## src/gpio_port_defs.svh

```systemverilog
// register offsets, field positions, reset values for the gpio port block
`ifndef GPIO_PORT_DEFS_SVH
`define GPIO_PORT_DEFS_SVH

// ----------------------------------------
// memory-mapped control register addresses
// ----------------------------------------
`define ADDR_GROUP_H_DIRECTION 16'h7fa3
`define ADDR_GROUP_H_PIN_INPUT 16'h7fa4
`define ADDR_GROUP_H_PIN_OUTPUT 16'h7fa5
`define ADDR_GROUP_OWNER_SELECT 16'h7fa9
`define ADDR_GROUP_H_BUFFER_TYPE 16'h7faa
`define ADDR_MISC_PIN_BUFFER_TYPE 16'h7fac
`define ADDR_SFR_GPIO_DIRECTION 16'h7fad

// ----------------------------------------
// special function register address
// ----------------------------------------
`define SFR_ADDR_GPIO_DATA 8'h80
`define SFR_BIT_INDEX_W 3

// ----------------------------------------
// field positions
// ----------------------------------------
`define OWNER_BIT_GROUP_H 1
`define OWNER_BIT_GROUP_G 0
`define MISC_BIT_GPIO_PIN_7 1
`define MISC_BIT_OUTPUT_PIN_0 0
`define NIBBLE_MASK 8'h0f
`define PAIR_MASK 8'h03

// ----------------------------------------
// reset values
// ----------------------------------------
`define RESET_VALUE 8'h00

`endif

```

## src/gpio_port_pkg.sv

```systemverilog
// types shared by the gpio port block
package gpio_port_pkg;

	typedef struct packed {
		logic wr;
		logic rd;
		logic [15:0] addr;
		logic [7:0] wdata;
	} mmcr_req_s;

	typedef struct packed {
		logic byte_wr;
		logic bit_wr;
		logic [7:0] addr;
		logic [7:0] wdata;
		logic bit_value;
	} sfr_req_s;

	typedef struct packed {
		logic [3:0] out;
		logic [3:0] oe;
	} pin_drive_s;

endpackage

```

## src/gpio_port.sv

```systemverilog
// gpio group h, ownership select, buffer types and sfr gpio port
`timescale 1ns/1ps
`default_nettype none
`include "gpio_port_defs.svh"

module gpio_port
(
	input wire logic sys_clk_i,
	input wire logic sys_rst_i,
	input wire gpio_port_pkg::mmcr_req_s mmcr_req_i,
	output logic [7:0] mmcr_rdata_o,
	input wire gpio_port_pkg::sfr_req_s sfr_req_i,
	output logic [7:0] sfr_rdata_o,
	input wire logic [3:0] host_dir_i,
	input wire logic [3:0] host_out_i,
	input wire logic [3:0] host_gpio_h_i,
	output logic [3:0] host_gpio_h_o,
	output logic [3:0] host_gpio_h_oe_o,
	output logic group_g_host_owned_o,
	input wire logic [3:0] sfr_gpio_i,
	output logic [3:0] sfr_gpio_o,
	output logic [3:0] sfr_gpio_oe_o,
	input wire logic gpio_pin_7_out_i,
	input wire logic gpio_pin_7_dir_i,
	output logic gpio_pin_7_o,
	output logic gpio_pin_7_oe_o,
	input wire logic output_pin_0_out_i,
	output logic output_pin_0_o,
	output logic output_pin_0_oe_o
);

	// ----------------------------------------
	// helpers
	// ----------------------------------------
	// open-drain drives only low; push-pull drives both levels
	function automatic gpio_port_pkg::pin_drive_s drive_pins(input logic [3:0] dir,
		input logic [3:0] val, input logic [3:0] open_drain);
		gpio_port_pkg::pin_drive_s d;
		d.out = val & ~open_drain;
		d.oe = dir & (~open_drain | ~val);
		return d;
	endfunction

	function automatic logic [7:0] low_nibble(input logic [7:0] v);
		return v & `NIBBLE_MASK;
	endfunction

	// ----------------------------------------
	// register state
	// ----------------------------------------
	// register access never looks at ownership, so either owner can program
	function automatic logic mmcr_write_hit(input gpio_port_pkg::mmcr_req_s req,
		input logic [15:0] reg_addr);
		return req.wr && req.addr == reg_addr;
	endfunction

	logic [7:0] group_h_direction;
	logic [7:0] next_group_h_direction;

	always_comb
	begin
		next_group_h_direction = group_h_direction;
		if (mmcr_write_hit(mmcr_req_i, `ADDR_GROUP_H_DIRECTION))
		begin
			next_group_h_direction = low_nibble(mmcr_req_i.wdata);
		end
	end

	always_ff @(posedge sys_clk_i)
	begin
		if (sys_rst_i)
		begin
			group_h_direction <= `RESET_VALUE;
		end
		else
		begin
			group_h_direction <= next_group_h_direction;
		end
	end

	logic [7:0] group_h_pin_output;
	logic [7:0] next_group_h_pin_output;

	always_comb
	begin
		next_group_h_pin_output = group_h_pin_output;
		if (mmcr_write_hit(mmcr_req_i, `ADDR_GROUP_H_PIN_OUTPUT))
		begin
			next_group_h_pin_output = low_nibble(mmcr_req_i.wdata);
		end
	end

	always_ff @(posedge sys_clk_i)
	begin
		if (sys_rst_i)
		begin
			group_h_pin_output <= `RESET_VALUE;
		end
		else
		begin
			group_h_pin_output <= next_group_h_pin_output;
		end
	end

	logic [7:0] group_owner_select;
	logic [7:0] next_group_owner_select;

	always_comb
	begin
		next_group_owner_select = group_owner_select;
		if (mmcr_write_hit(mmcr_req_i, `ADDR_GROUP_OWNER_SELECT))
		begin
			next_group_owner_select = mmcr_req_i.wdata & `PAIR_MASK;
		end
	end

	always_ff @(posedge sys_clk_i)
	begin
		if (sys_rst_i)
		begin
			group_owner_select <= `RESET_VALUE;
		end
		else
		begin
			group_owner_select <= next_group_owner_select;
		end
	end

	logic [7:0] group_h_buffer_type;
	logic [7:0] next_group_h_buffer_type;

	always_comb
	begin
		next_group_h_buffer_type = group_h_buffer_type;
		if (mmcr_write_hit(mmcr_req_i, `ADDR_GROUP_H_BUFFER_TYPE))
		begin
			next_group_h_buffer_type = low_nibble(mmcr_req_i.wdata);
		end
	end

	always_ff @(posedge sys_clk_i)
	begin
		if (sys_rst_i)
		begin
			group_h_buffer_type <= `RESET_VALUE;
		end
		else
		begin
			group_h_buffer_type <= next_group_h_buffer_type;
		end
	end

	logic [7:0] misc_pin_buffer_type;
	logic [7:0] next_misc_pin_buffer_type;

	always_comb
	begin
		next_misc_pin_buffer_type = misc_pin_buffer_type;
		if (mmcr_write_hit(mmcr_req_i, `ADDR_MISC_PIN_BUFFER_TYPE))
		begin
			next_misc_pin_buffer_type = mmcr_req_i.wdata & `PAIR_MASK;
		end
	end

	always_ff @(posedge sys_clk_i)
	begin
		if (sys_rst_i)
		begin
			misc_pin_buffer_type <= `RESET_VALUE;
		end
		else
		begin
			misc_pin_buffer_type <= next_misc_pin_buffer_type;
		end
	end

	logic [7:0] sfr_gpio_direction;
	logic [7:0] next_sfr_gpio_direction;

	always_comb
	begin
		next_sfr_gpio_direction = sfr_gpio_direction;
		if (mmcr_write_hit(mmcr_req_i, `ADDR_SFR_GPIO_DIRECTION))
		begin
			next_sfr_gpio_direction = low_nibble(mmcr_req_i.wdata);
		end
	end

	always_ff @(posedge sys_clk_i)
	begin
		if (sys_rst_i)
		begin
			sfr_gpio_direction <= `RESET_VALUE;
		end
		else
		begin
			sfr_gpio_direction <= next_sfr_gpio_direction;
		end
	end

	logic [7:0] sfr_gpio_data;
	logic [7:0] next_sfr_gpio_data;
	logic sfr_bit_hit;
	logic [`SFR_BIT_INDEX_W-1:0] sfr_bit_index;

	// bit address = register address + bit index, only bits 3..0 exist
	assign sfr_bit_hit = sfr_req_i.bit_wr && sfr_req_i.addr >= `SFR_ADDR_GPIO_DATA
		&& sfr_req_i.addr <= `SFR_ADDR_GPIO_DATA + 8'h03;
	assign sfr_bit_index = sfr_req_i.addr[`SFR_BIT_INDEX_W-1:0];

	// a bit operation in the same cycle as a byte write wins
	always_comb
	begin
		next_sfr_gpio_data = sfr_gpio_data;
		if (sfr_req_i.byte_wr && sfr_req_i.addr == `SFR_ADDR_GPIO_DATA)
		begin
			next_sfr_gpio_data = low_nibble(sfr_req_i.wdata);
		end
		if (sfr_bit_hit)
		begin
			next_sfr_gpio_data[sfr_bit_index] = sfr_req_i.bit_value;
		end
	end

	always_ff @(posedge sys_clk_i)
	begin
		if (sys_rst_i)
		begin
			sfr_gpio_data <= `RESET_VALUE;
		end
		else
		begin
			sfr_gpio_data <= next_sfr_gpio_data;
		end
	end

	// ----------------------------------------
	// read data
	// ----------------------------------------
	logic [7:0] next_mmcr_rdata;
	logic [7:0] next_sfr_rdata;

	always_comb
	begin
		next_mmcr_rdata = 8'h00;
		if (mmcr_req_i.rd)
		begin
			unique case (mmcr_req_i.addr)
				`ADDR_GROUP_H_DIRECTION: next_mmcr_rdata = group_h_direction;
				`ADDR_GROUP_H_PIN_INPUT: next_mmcr_rdata = {4'h0, host_gpio_h_i};
				`ADDR_GROUP_H_PIN_OUTPUT: next_mmcr_rdata = group_h_pin_output;
				`ADDR_GROUP_OWNER_SELECT: next_mmcr_rdata = group_owner_select;
				`ADDR_GROUP_H_BUFFER_TYPE: next_mmcr_rdata = group_h_buffer_type;
				`ADDR_MISC_PIN_BUFFER_TYPE: next_mmcr_rdata = misc_pin_buffer_type;
				`ADDR_SFR_GPIO_DIRECTION: next_mmcr_rdata = sfr_gpio_direction;
				default: next_mmcr_rdata = 8'h00;
			endcase
		end
		// data register returns latch contents, as bit ops read-modify-write it
		next_sfr_rdata = (sfr_req_i.addr == `SFR_ADDR_GPIO_DATA) ? sfr_gpio_data : 8'h00;
	end

	always_ff @(posedge sys_clk_i)
	begin
		if (sys_rst_i)
		begin
			mmcr_rdata_o <= 8'h00;
			sfr_rdata_o <= 8'h00;
		end
		else
		begin
			mmcr_rdata_o <= next_mmcr_rdata;
			sfr_rdata_o <= next_sfr_rdata;
		end
	end

	// ----------------------------------------
	// pin drive
	// ----------------------------------------
	logic host_owns_h;
	logic [3:0] h_dir;
	logic [3:0] h_val;
	gpio_port_pkg::pin_drive_s h_drive;
	gpio_port_pkg::pin_drive_s s_drive;
	gpio_port_pkg::pin_drive_s m_drive;

	assign host_owns_h = group_owner_select[`OWNER_BIT_GROUP_H];
	assign h_dir = host_owns_h ? host_dir_i : group_h_direction[3:0];
	assign h_val = host_owns_h ? host_out_i : group_h_pin_output[3:0];
	assign h_drive = drive_pins(h_dir, h_val, group_h_buffer_type[3:0]);
	assign s_drive = drive_pins(sfr_gpio_direction[3:0], sfr_gpio_data[3:0], 4'h0);
	assign m_drive = drive_pins({2'b00, gpio_pin_7_dir_i, 1'b1},
		{2'b00, gpio_pin_7_out_i, output_pin_0_out_i},
		{2'b00, misc_pin_buffer_type[`MISC_BIT_GPIO_PIN_7],
		misc_pin_buffer_type[`MISC_BIT_OUTPUT_PIN_0]});

	assign host_gpio_h_o = h_drive.out;
	assign host_gpio_h_oe_o = h_drive.oe;
	assign group_g_host_owned_o = group_owner_select[`OWNER_BIT_GROUP_G];
	assign sfr_gpio_o = s_drive.out;
	assign sfr_gpio_oe_o = s_drive.oe;
	assign gpio_pin_7_o = m_drive.out[1];
	assign gpio_pin_7_oe_o = m_drive.oe[1];
	assign output_pin_0_o = m_drive.out[0];
	assign output_pin_0_oe_o = m_drive.oe[0];

endmodule
`default_nettype wire

```

## config.mk

```make
export PLATFORM = sky130hd
export DESIGN_NAME = gpio_port
export DESIGN_NICKNAME = d
export VERILOG_FILES = /design/src/gpio_port_pkg.sv /design/src/gpio_port.sv
export VERILOG_INCLUDE_DIRS = /design/src
export SDC_FILE = /design/constraint.sdc
export NUM_CORES = 1
export LEC_CHECK = 0
export BUFFER_PORTS_ARGS = -buffer_cell sky130_fd_sc_hd__buf_4
export CORE_MARGIN = 3
export CORE_UTILIZATION = 38
export DETAILED_ROUTE_END_ITERATION = 10
export PLACE_DENSITY = 0.71
export SYNTH_ARGS = -nofsm -noshare
export SYNTH_HDL_FRONTEND = slang
export SYNTH_SLANG_ARGS = --single-unit
```

## constraint.sdc

```tcl
create_clock -name sys_clk_i -period 2.81 [get_ports sys_clk_i]
set_input_delay 0.281 -clock sys_clk_i [delete_from_list [all_inputs] [get_ports sys_clk_i]]
set_output_delay 0.281 -clock sys_clk_i [all_outputs]
set_load 0.02 [all_outputs]
```

==> impl_results.md, run 1 <==
* Area Overhead vs Synth at 35.8%
* Sequential area share after synthesis at 39.5%
* Initial Utilization at 41.0%
* WL final at 5270 um
* Flop2flop setup slack at 1.38 ns
* Fmax at 518 MHz
* Setup TNS at 0 ns
* Hold path start: mmcr_req_i[3]
* Power share of the combinational group at 10.7%
* Reg-to-reg startpoint: group_owner_select[1]
* Vias at 1844
* Most frequent cells in the layout: buf_4, dfxtp_1, mux2i_1
* IO Port Bufs at 86
* Post-CTS Repair Setup Buffers at 0
* Ports at 103
* Clock Path Buffers at 2
* Ys flop type: dfxtp_1
* Final core utilization at 55.7%
* Syn Area/Cell at 9.14 um^2
* Total CTS buffers at 5
* Peak VDD IR at 251 uV
* GPL Wtd Cong at 0.827
* Yosys cell types at 40
* Sw power at 0.260 mW
* Static Leak at 1.18 nW
* Layout Nets at 366
* Residual DRC at 0
* Worst path arrival time at 1.65 ns
* Avg Vias per Cell at 5.01
* Clk_lat worst skew at 0.29 ns
* H-tree depth at 2
* Sw Share at 23.9%
* Final Hold Vio Count at 0
* CTS tree: yes
* GRT Overall Usage at 16.4%
* CTS resizes at 0
* Pin count of the biggest net entering global routing at 28
* Post-route non-filler standard cell count at 368
* Pwr Density at 396 nW/um^2
* Gr ovfl total at 0
* Post-DP HPWL at 4030 um
* Share of synthesized registers carrying an async set or reset at 0%
* Hold depth at 3
* Register-to-Register Path Depth at 3
* Hold buffers post-CTS at 0
* CP Max Fanout at 11
* DR pass1 iterations at 4
* Die X at 79.1 um
* Commonest non-fill, non-tap cell in the layout: buf_4
* CTS Sinks at 40
* Ratio of final minimum period to clock period at 68.7%
* Crit-path cells: mux2_1 -> a21oi_1 -> buf_4
* Max-slew violation count at 0
* Slew at the pin closest to its max-slew limit at 0.564 ns
* WP data required at 2.53 ns
* EDFF count, synth at 0
* Worst Skew at 0.00414 ns
* Cell Int Power at 0.830 mW
* Crit-path slowest cell: dfxtp_1
* Worst setup margin at 0.878 ns
* DRT antenna net count at 0
* Core area at 4940 um^2
* Root Driver: clkbuf_8
* Outcome: finished clean
* Drt wl/cell at 14.3 um
* Finish-stage setup viols at 0
* Syn Inst Count at 222
* Max-cap violations at 0
* HP Class: in -> reg
* Crit path time final at 1.93 ns
* RSZ-0062 raised after global routing: false
* CP Capture Type: output pin
* Full die area at 6250 um^2
* Share of cells above drive strength 1 at 33.2%
* Worst slew margin at 62.2%
* Initial antenna violation count at 0
* WS Path Type: reg -> out
* Clk slew on worst S/H paths at 0.08 ns
* WHS Endpoint: group_h_buffer_type[3]
* Crit-path max cell delay at 0.66 ns
* Reg power frac at 52.0%
* Cell row count at 25
* Synthesized area at 2030 um^2
* Clk pwr share at 37.4%
* Worst r2r dst: mmcr_rdata_o[1]
* Number of global-route vias before repair at 1737
* First-pass GRT wire length at 8200 um
* DR iter-0 viols at 107
* Crit start category: flip-flop
* Die height at 79.1 um
* Diode count at 0
* Setup WS pre-CTS at 0.968 ns
* Dpl cells at 360
* YS warnings at 0
* FF+latch count, synth at 40
per-stage QoR:
| stage | instance area, um^2 | total power, mW | hold WS [ns] |
|---|---|---|---|
| 4_1_cts | 2750 | 1.10 | 0.249 |
| 6_report | 2750 | 1.09 | 0.253 |
| 2_1_floorplan | 2040 | 0.626 | 0.421 |
| 5_1_grt | 2750 | 1.14 | 0.246 |
| 3_5_place_dp | 2660 | 0.695 | 0.435 |
| 3_3_place_gp | 2660 | 0.694 | 0.434 |
cell usage after synthesis, drive strengths merged (2+ instances only):
cell | instances | area [um^2]
dfxtp | 40 | 801
mux2i | 32 | 320
nor2 | 30 | 113
buf | 14 | 96.3
nand2 | 13 | 48.8
and2 | 12 | 75.1
nand3 | 9 | 45.0
nor3 | 8 | 50.1
mux2 | 7 | 78.8
a21oi | 6 | 30.0
nor2b | 6 | 37.5
clkbuf | 4 | 15.0
nand4 | 4 | 25.0
nor4 | 4 | 37.5
o21ai | 4 | 20.0
a31oi | 3 | 18.8
and4 | 3 | 26.3
nor3b | 3 | 22.5
a22o | 2 | 17.5
and4bb | 2 | 25.0
nand3b | 2 | 15.0
nor4b | 2 | 23.8
o21a | 2 | 15.0
cells by family (layout without fill, tap and decap cells):
logic type	count (synthesis)	count (layout)	share of synthesized area, %
flops	40	40	39.5
buf+inv	19	95	5.67
mux	39	39	19.7
simple gates	102	102	28.4
xor+xnor	1	1	0.432
other cells	1	4	0.185
compound gates	20	20	6.17
layout make-up:
type	count	area, um^2
clock buffers	6	82.6
clock inverters	2	13.8
fillers	486	2190
inverters	1	3.75
multi-input cells	166	1120
flip-flops and latches	40	801
well taps	67	83.8
repair buffers	86	646
state kept, by name, indices dropped and copies added, names as in the netlist:
name and cells:
mmcr_rdata_o 4, group_h_direction 4, sfr_gpio_direction 4, group_h_pin_output 4
sfr_rdata_o 8, misc_pin_buffer_type 2, group_h_buffer_type 4, sfr_gpio_data 8
group_owner_select 2
worst max-delay path by stage:
stage                           end                   from  slack, ns  cells after the start
4_1_cts         host_gpio_h_oe_o[2]  group_owner_select[1]       0.85                      3
3_5_place_dp   group_h_direction[1]         mmcr_req_i[14]       0.97                      6
6_report        host_gpio_h_oe_o[2]  group_owner_select[1]       0.88                      3
2_1_floorplan   host_gpio_h_oe_o[0]  group_owner_select[1]       1.13                      3
5_1_grt         host_gpio_h_oe_o[1]  group_owner_select[1]       0.73                      3
3_3_place_gp   group_h_direction[2]         mmcr_req_i[14]        1.0                      6
power groups by stage:
stage	Combinational (mW)	Clock [mW]	Sequential [mW]
finish	0.116	0.407	0.566
global route	0.125	0.449	0.567
CTS	0.116	0.418	0.566
detailed placement	0.115	0	0.580
global placement	0.114	0	0.580
floorplan	0.0462	0	0.580
per-layer routing:
metal,track usage [%],up-vias,routed length (um)
met5,0,-,0
met4,4.47,0,45
met3,2.95,4,235
met2,26.3,47,2550
met1,22.7,866,2430
li1,-,927,-
critical path: cells and delay by family, from the launching register on:
family          cells  cell delay (ns)
compound gates      1             0.15
buf+inv             1             0.16
flops               1             0.66
mux                 1             0.39
Note: power is estimated with default switching activity, not from simulation.
==> inputs of run 2 (changes only) <==
- PLACE_DENSITY: 0.71 -> 0.73
- clock period: 2.81 -> 1.6 ns (I/O delays scaled with it)
==> impl_results.md, run 2 (synthesis results as in run 1) <==
* DRT antenna net count at 0
* Power share of the combinational group at 10.3%
* Setup TNS at 0 ns
* CP Capture Type: output pin
* Clk slew on worst S/H paths at 0.08 ns
* DR iter-0 viols at 163
* Vias at 1862
* Diode count at 0
* Cell Int Power at 1.57 mW
* Most frequent cells in the layout: buf_4, dfxtp_1, mux2i_1
* Max-slew violation count at 0
* Gr ovfl total at 0
* Clk pwr share at 41.0%
* Initial Utilization at 41.0%
* HP Class: in -> reg
* Reg power frac at 48.8%
* DR pass1 iterations at 4
* Avg Vias per Cell at 4.93
* Area of the multi-input gates at 1120 um^2
* Ports at 103
* Number of global-route vias before repair at 1748
* Initial antenna violation count at 0
* Post-DP HPWL at 4190 um
* Ratio of final minimum period to clock period at 92.4%
* Die height at 79.1 um
* Hold buffers post-CTS at 0
* CP Max Fanout at 7
* Commonest non-fill, non-tap cell in the layout: buf_4
* Post-CTS Repair Setup Buffers at 0
* Peak VDD IR at 404 uV
* Crit start category: flip-flop
* IO Port Bufs at 86
* Max-cap violations at 0
* Area Overhead vs Synth at 40.4%
* Total CTS buffers at 5
* Cell row count at 25
* Layout Nets at 376
* CTS Sinks at 40
* WL final at 5380 um
* Drt wl/cell at 14.2 um
* Residual DRC at 0
* Clock Path Buffers at 2
* Top flop regs: sfr_gpio_data: 8 flops, sfr_rdata_o: 8 flops
* Pwr Density at 715 nW/um^2
* Static Leak at 1.23 nW
* Filler cell count at 476
* RSZ-0062 raised after global routing: false
* GPL Wtd Cong at 0.856
* Pin count of the biggest net entering global routing at 28
* Sw power at 0.468 mW
* Clk_lat worst skew at 0.29 ns
* Crit path time final at 1.48 ns
* H-tree depth at 2
* WS Path Type: reg -> out
* Worst path arrival time at 1.32 ns
* Die X at 79.1 um
* Worst setup margin at 0.122 ns
* Root Driver: clkbuf_8
* CTS tree: yes
* Finish-stage setup viols at 0
* Outcome: finished clean
* Core area at 4940 um^2
* Fmax at 677 MHz
* Full die area at 6250 um^2
* Sw Share at 23.0%
* Setup WS pre-CTS at 0.0215 ns
* Worst Skew at 0.00611 ns
* Register area at 805 um^2
* Final Hold Vio Count at 0
* First-pass GRT wire length at 8440 um
* Share of cells above drive strength 1 at 35.7%
* GRT Overall Usage at 17.1%
* WP data required at 1.44 ns
==> run 2: power groups by stage <==
| stage | sequential, mW | combinational (mW) | clock [mW] |
|---|---|---|---|
| CTS | 0.995 | 0.209 | 0.852 |
| detailed placement | 1.02 | 0.209 | 0 |
| floorplan | 1.02 | 0.0812 | 0 |
| global route | 0.993 | 0.227 | 0.892 |
| global placement | 1.02 | 0.205 | 0 |
| finish | 0.993 | 0.209 | 0.834 |
==> run 2: repair_timing <==
item,4_1_cts,5_1_grt
pin swaps,0,0
setup endpoints to repair,2,2
gates resized for setup,1,1
==> run 2: routing by layer <==
layer	wire length [um]	track usage, %	up-vias	share of wire (%)
li1	-	-	947	-
met1	2430	24.9	852	45
met2	2570	26.6	59	48
met3	337	2.38	4	6.3
met4	38	4.12	0	0.71
met5	0	0	-	0
==> run 2: final timing paths <==
kind | slack, ns | depth (start not counted) | to | start
worst min register to register | 0.45 | 1 | sfr_rdata_o[4] | sfr_gpio_data[4]
worst min-delay path | 0.14 | 3 | sfr_gpio_data[2] | sfr_req_i[0]
worst max-delay path | 0.12 | 3 | host_gpio_h_oe_o[0] | group_owner_select[1]
worst max register to register | 0.36 | 3 | mmcr_rdata_o[1] | group_owner_select[1]
==> run 2: stage by stage <==
| stage | std cells | instance area [um^2] | power, mW | utilization (%) | hold slack [ns] |
|---|---|---|---|---|---|
| CTS | 378 | 2850 | 2.06 | 57.6 | 0.135 |
| finish | 378 | 2850 | 2.04 | 57.6 | 0.138 |
| global route | 378 | 2850 | 2.11 | 57.6 | 0.144 |
| detailed placement | 370 | 2730 | 1.23 | 55.3 | 0.436 |
| floorplan | 225 | 2040 | 1.10 | - | 0.304 |
| global placement | 370 | 2730 | 1.22 | 55.3 | 0.426 |
==> run 2: layout make-up <==
cell class	instances	share of cell area (%)
clock buffers	5	2.42
clock inverters	3	1.49
inverters	1	0.132
multi-input cells	166	39.5
flip-flops and latches	40	28.3
well taps	67	2.94
repair buffers	96	25.3
==> run 2: worst max-delay path, cell delays in order, from the launching register on <==
cell and delay [ns]:
dfxtp_4 0.39, mux2_1 0.34, a21oi_1 0.15, buf_4 0.15
==> inputs of run 3 (changes only) <==
- CTS_BUF_LIST: default -> sky130_fd_sc_hd__clkbuf_4
==> impl_results.md, run 3 (synthesis results as in run 1) <==
* Sw Share at 24.0%
* Static Leak at 1.21 nW
* Share of cells above drive strength 1 at 37.3%
* Die X at 79.1 um
* GPL Wtd Cong at 0.856
* IO Port Bufs at 86
* Filler cell count at 477
* Root Driver: clkbuf_4
* Die height at 79.1 um
* Cell Int Power at 1.43 mW
* CP Capture Type: output pin
* Core area at 4940 um^2
* Initial Utilization at 41.0%
* Clk pwr share at 36.2%
* CTS Sinks at 40
* Final Hold Vio Count at 0
* Residual DRC at 0
* H-tree depth at 2
* Reg-to-reg startpoint: group_owner_select[1]
* DR pass1 iterations at 4
* Top flop regs: sfr_gpio_data: 8 flops, sfr_rdata_o: 8 flops
* Peak VDD IR at 345 uV
* Area Overhead vs Synth at 39.6%
* Crit-path cells: mux2_2 -> nor2b_1 -> buf_4
* Cell row count at 25
* Pin count of the biggest net entering global routing at 28
* Reg power frac at 52.7%
* Clk_lat worst skew at 0.35 ns
* WP data required at 1.44 ns
* Vias at 1882
* Most frequent cells in the layout: buf_4, dfxtp_1, mux2i_1
* Worst r2r dst: mmcr_rdata_o[1]
* Number of global-route vias before repair at 1731
* Crit path time final at 1.57 ns
* Clock Path Buffers at 2
* Full die area at 6250 um^2
* Worst Skew at 0.00914 ns
* Worst path arrival time at 1.41 ns
* Commonest non-fill, non-tap cell in the layout: buf_4
* WS Path Type: reg -> out
* Post-CTS Repair Setup Buffers at 0
* WL final at 5410 um
* Hold_ws at 0.0753 ns
* Crit-path slowest cell: dfxtp_4
* Gr ovfl total at 0
* Total CTS buffers at 5
* Register-to-Register Path Depth at 3
* Finish-stage setup viols at 0
* GRT Overall Usage at 17.0%
* DR iter-0 viols at 128
* Avg Vias per Cell at 4.98
* Hold path start: mmcr_req_i[3]
* CTS tree: yes
* Sw power at 0.452 mW
* Drt wl/cell at 14.3 um
* Outcome: finished clean
* Post-DP HPWL at 4190 um
* Max-slew violation count at 0
* HP Class: in -> reg
* CP Max Fanout at 7
* Ratio of final minimum period to clock period at 98.0%
* Crit start category: flip-flop
* Max-cap violations at 0
* Flop2flop setup slack at 0.38 ns
* First-pass GRT wire length at 8370 um
* RSZ-0062 raised after global routing: true
* Layout Nets at 376
* Diode count at 0
* Hold depth at 3
* Power share of the combinational group at 11.1%
* Crit-path max cell delay at 0.42 ns
* Fmax at 638 MHz
* WHS Endpoint: group_h_buffer_type[3]
* Ports at 103
* Initial antenna violation count at 0
* Setup TNS at 0 ns
* Clk slew on worst S/H paths at 0.13 ns
* Pwr Density at 666 nW/um^2
* DRT antenna net count at 0
-- run 3: cell count changes in the layout (fill, tap and decap cells not counted), moves of 2 or more --
cell and change:
a21oi_1 -2, a21oi_2 +2, clkbuf_4 +5, clkbuf_8 -5, mux2_1 -3, mux2_4 +2
-- run 3: cell type report --
type,instances,area (um^2),area share [%]
clock inverter,3,42.5,1.50
inverter,1,3.75,0.133
timing repair buffer,96,721,25.5
multi-input combinational,166,1140,40.2
sequential,40,805,28.4
clock buffer,5,37.5,1.33
tap,67,83.8,2.96
-- run 3: worst max-delay path by stage --
| stage | from | end | slack (ns) | cells past startpoint |
|---|---|---|---|---|
| 2_1_floorplan | group_owner_select[1] | host_gpio_h_oe_o[0] | 0.04 | 3 |
| 3_3_place_gp | mmcr_req_i[14] | group_h_buffer_type[3] | 0.04 | 6 |
| 3_5_place_dp | mmcr_req_i[14] | group_h_buffer_type[3] | 0.02 | 6 |
| 4_1_cts | group_owner_select[1] | host_gpio_h_oe_o[0] | 0.004 | 3 |
| 5_1_grt | group_owner_select[1] | host_gpio_h_oe_o[1] | -0.03 | 3 |
| 6_report | group_owner_select[1] | host_gpio_h_o[1] | 0.03 | 3 |
-- run 3: power by group through the flow --
stage | clock network, mW | logic, mW | registers [mW]
after floorplan | 0 | 0.0812 | 1.02
after global placement | 0 | 0.205 | 1.02
after detailed placement | 0 | 0.209 | 1.02
after CTS | 0.699 | 0.209 | 0.996
after global routing | 0.738 | 0.228 | 0.995
final | 0.682 | 0.210 | 0.995
-- run 3: worst max-delay path, delay by kind of cell, from the launching register on --
kind,cells,cell delay (ns)
buffers and inverters,1,0.16
DFF,1,0.42
and+or+nand+nor,1,0.14
muxes,1,0.36
-- run 3: per-stage QoR --
step | util (%) | setup slack [ns] | instance area, um^2 | power [mW] | std cells
after floorplan | - | 0.0416 | 2040 | 1.10 | 225
after global placement | 55.3 | 0.0405 | 2730 | 1.22 | 370
after detailed placement | 55.3 | 0.0215 | 2730 | 1.23 | 370
after CTS | 56.9 | 0.00366 | 2810 | 1.90 | 378
after global routing | 57.3 | -0.0300 | 2830 | 1.96 | 378
final | 57.3 | 0.0325 | 2830 | 1.89 | 378
-- run 3: repair_timing --
action                                  4_1_cts  5_1_grt
endpoints found under the setup margin        7        7
hold buffers                                  0        0
gates resized for setup                       1        8
-- run 3: metal layers --
layer  global-route usage, %  vias to the layer above  share of wire [%]
met5                       0                        -                  0
met4                    4.12                        0               0.78
met3                    2.72                        4                6.3
met2                    26.1                       61                 48
met1                    24.9                      868                 45
li1                        -                      949                  -
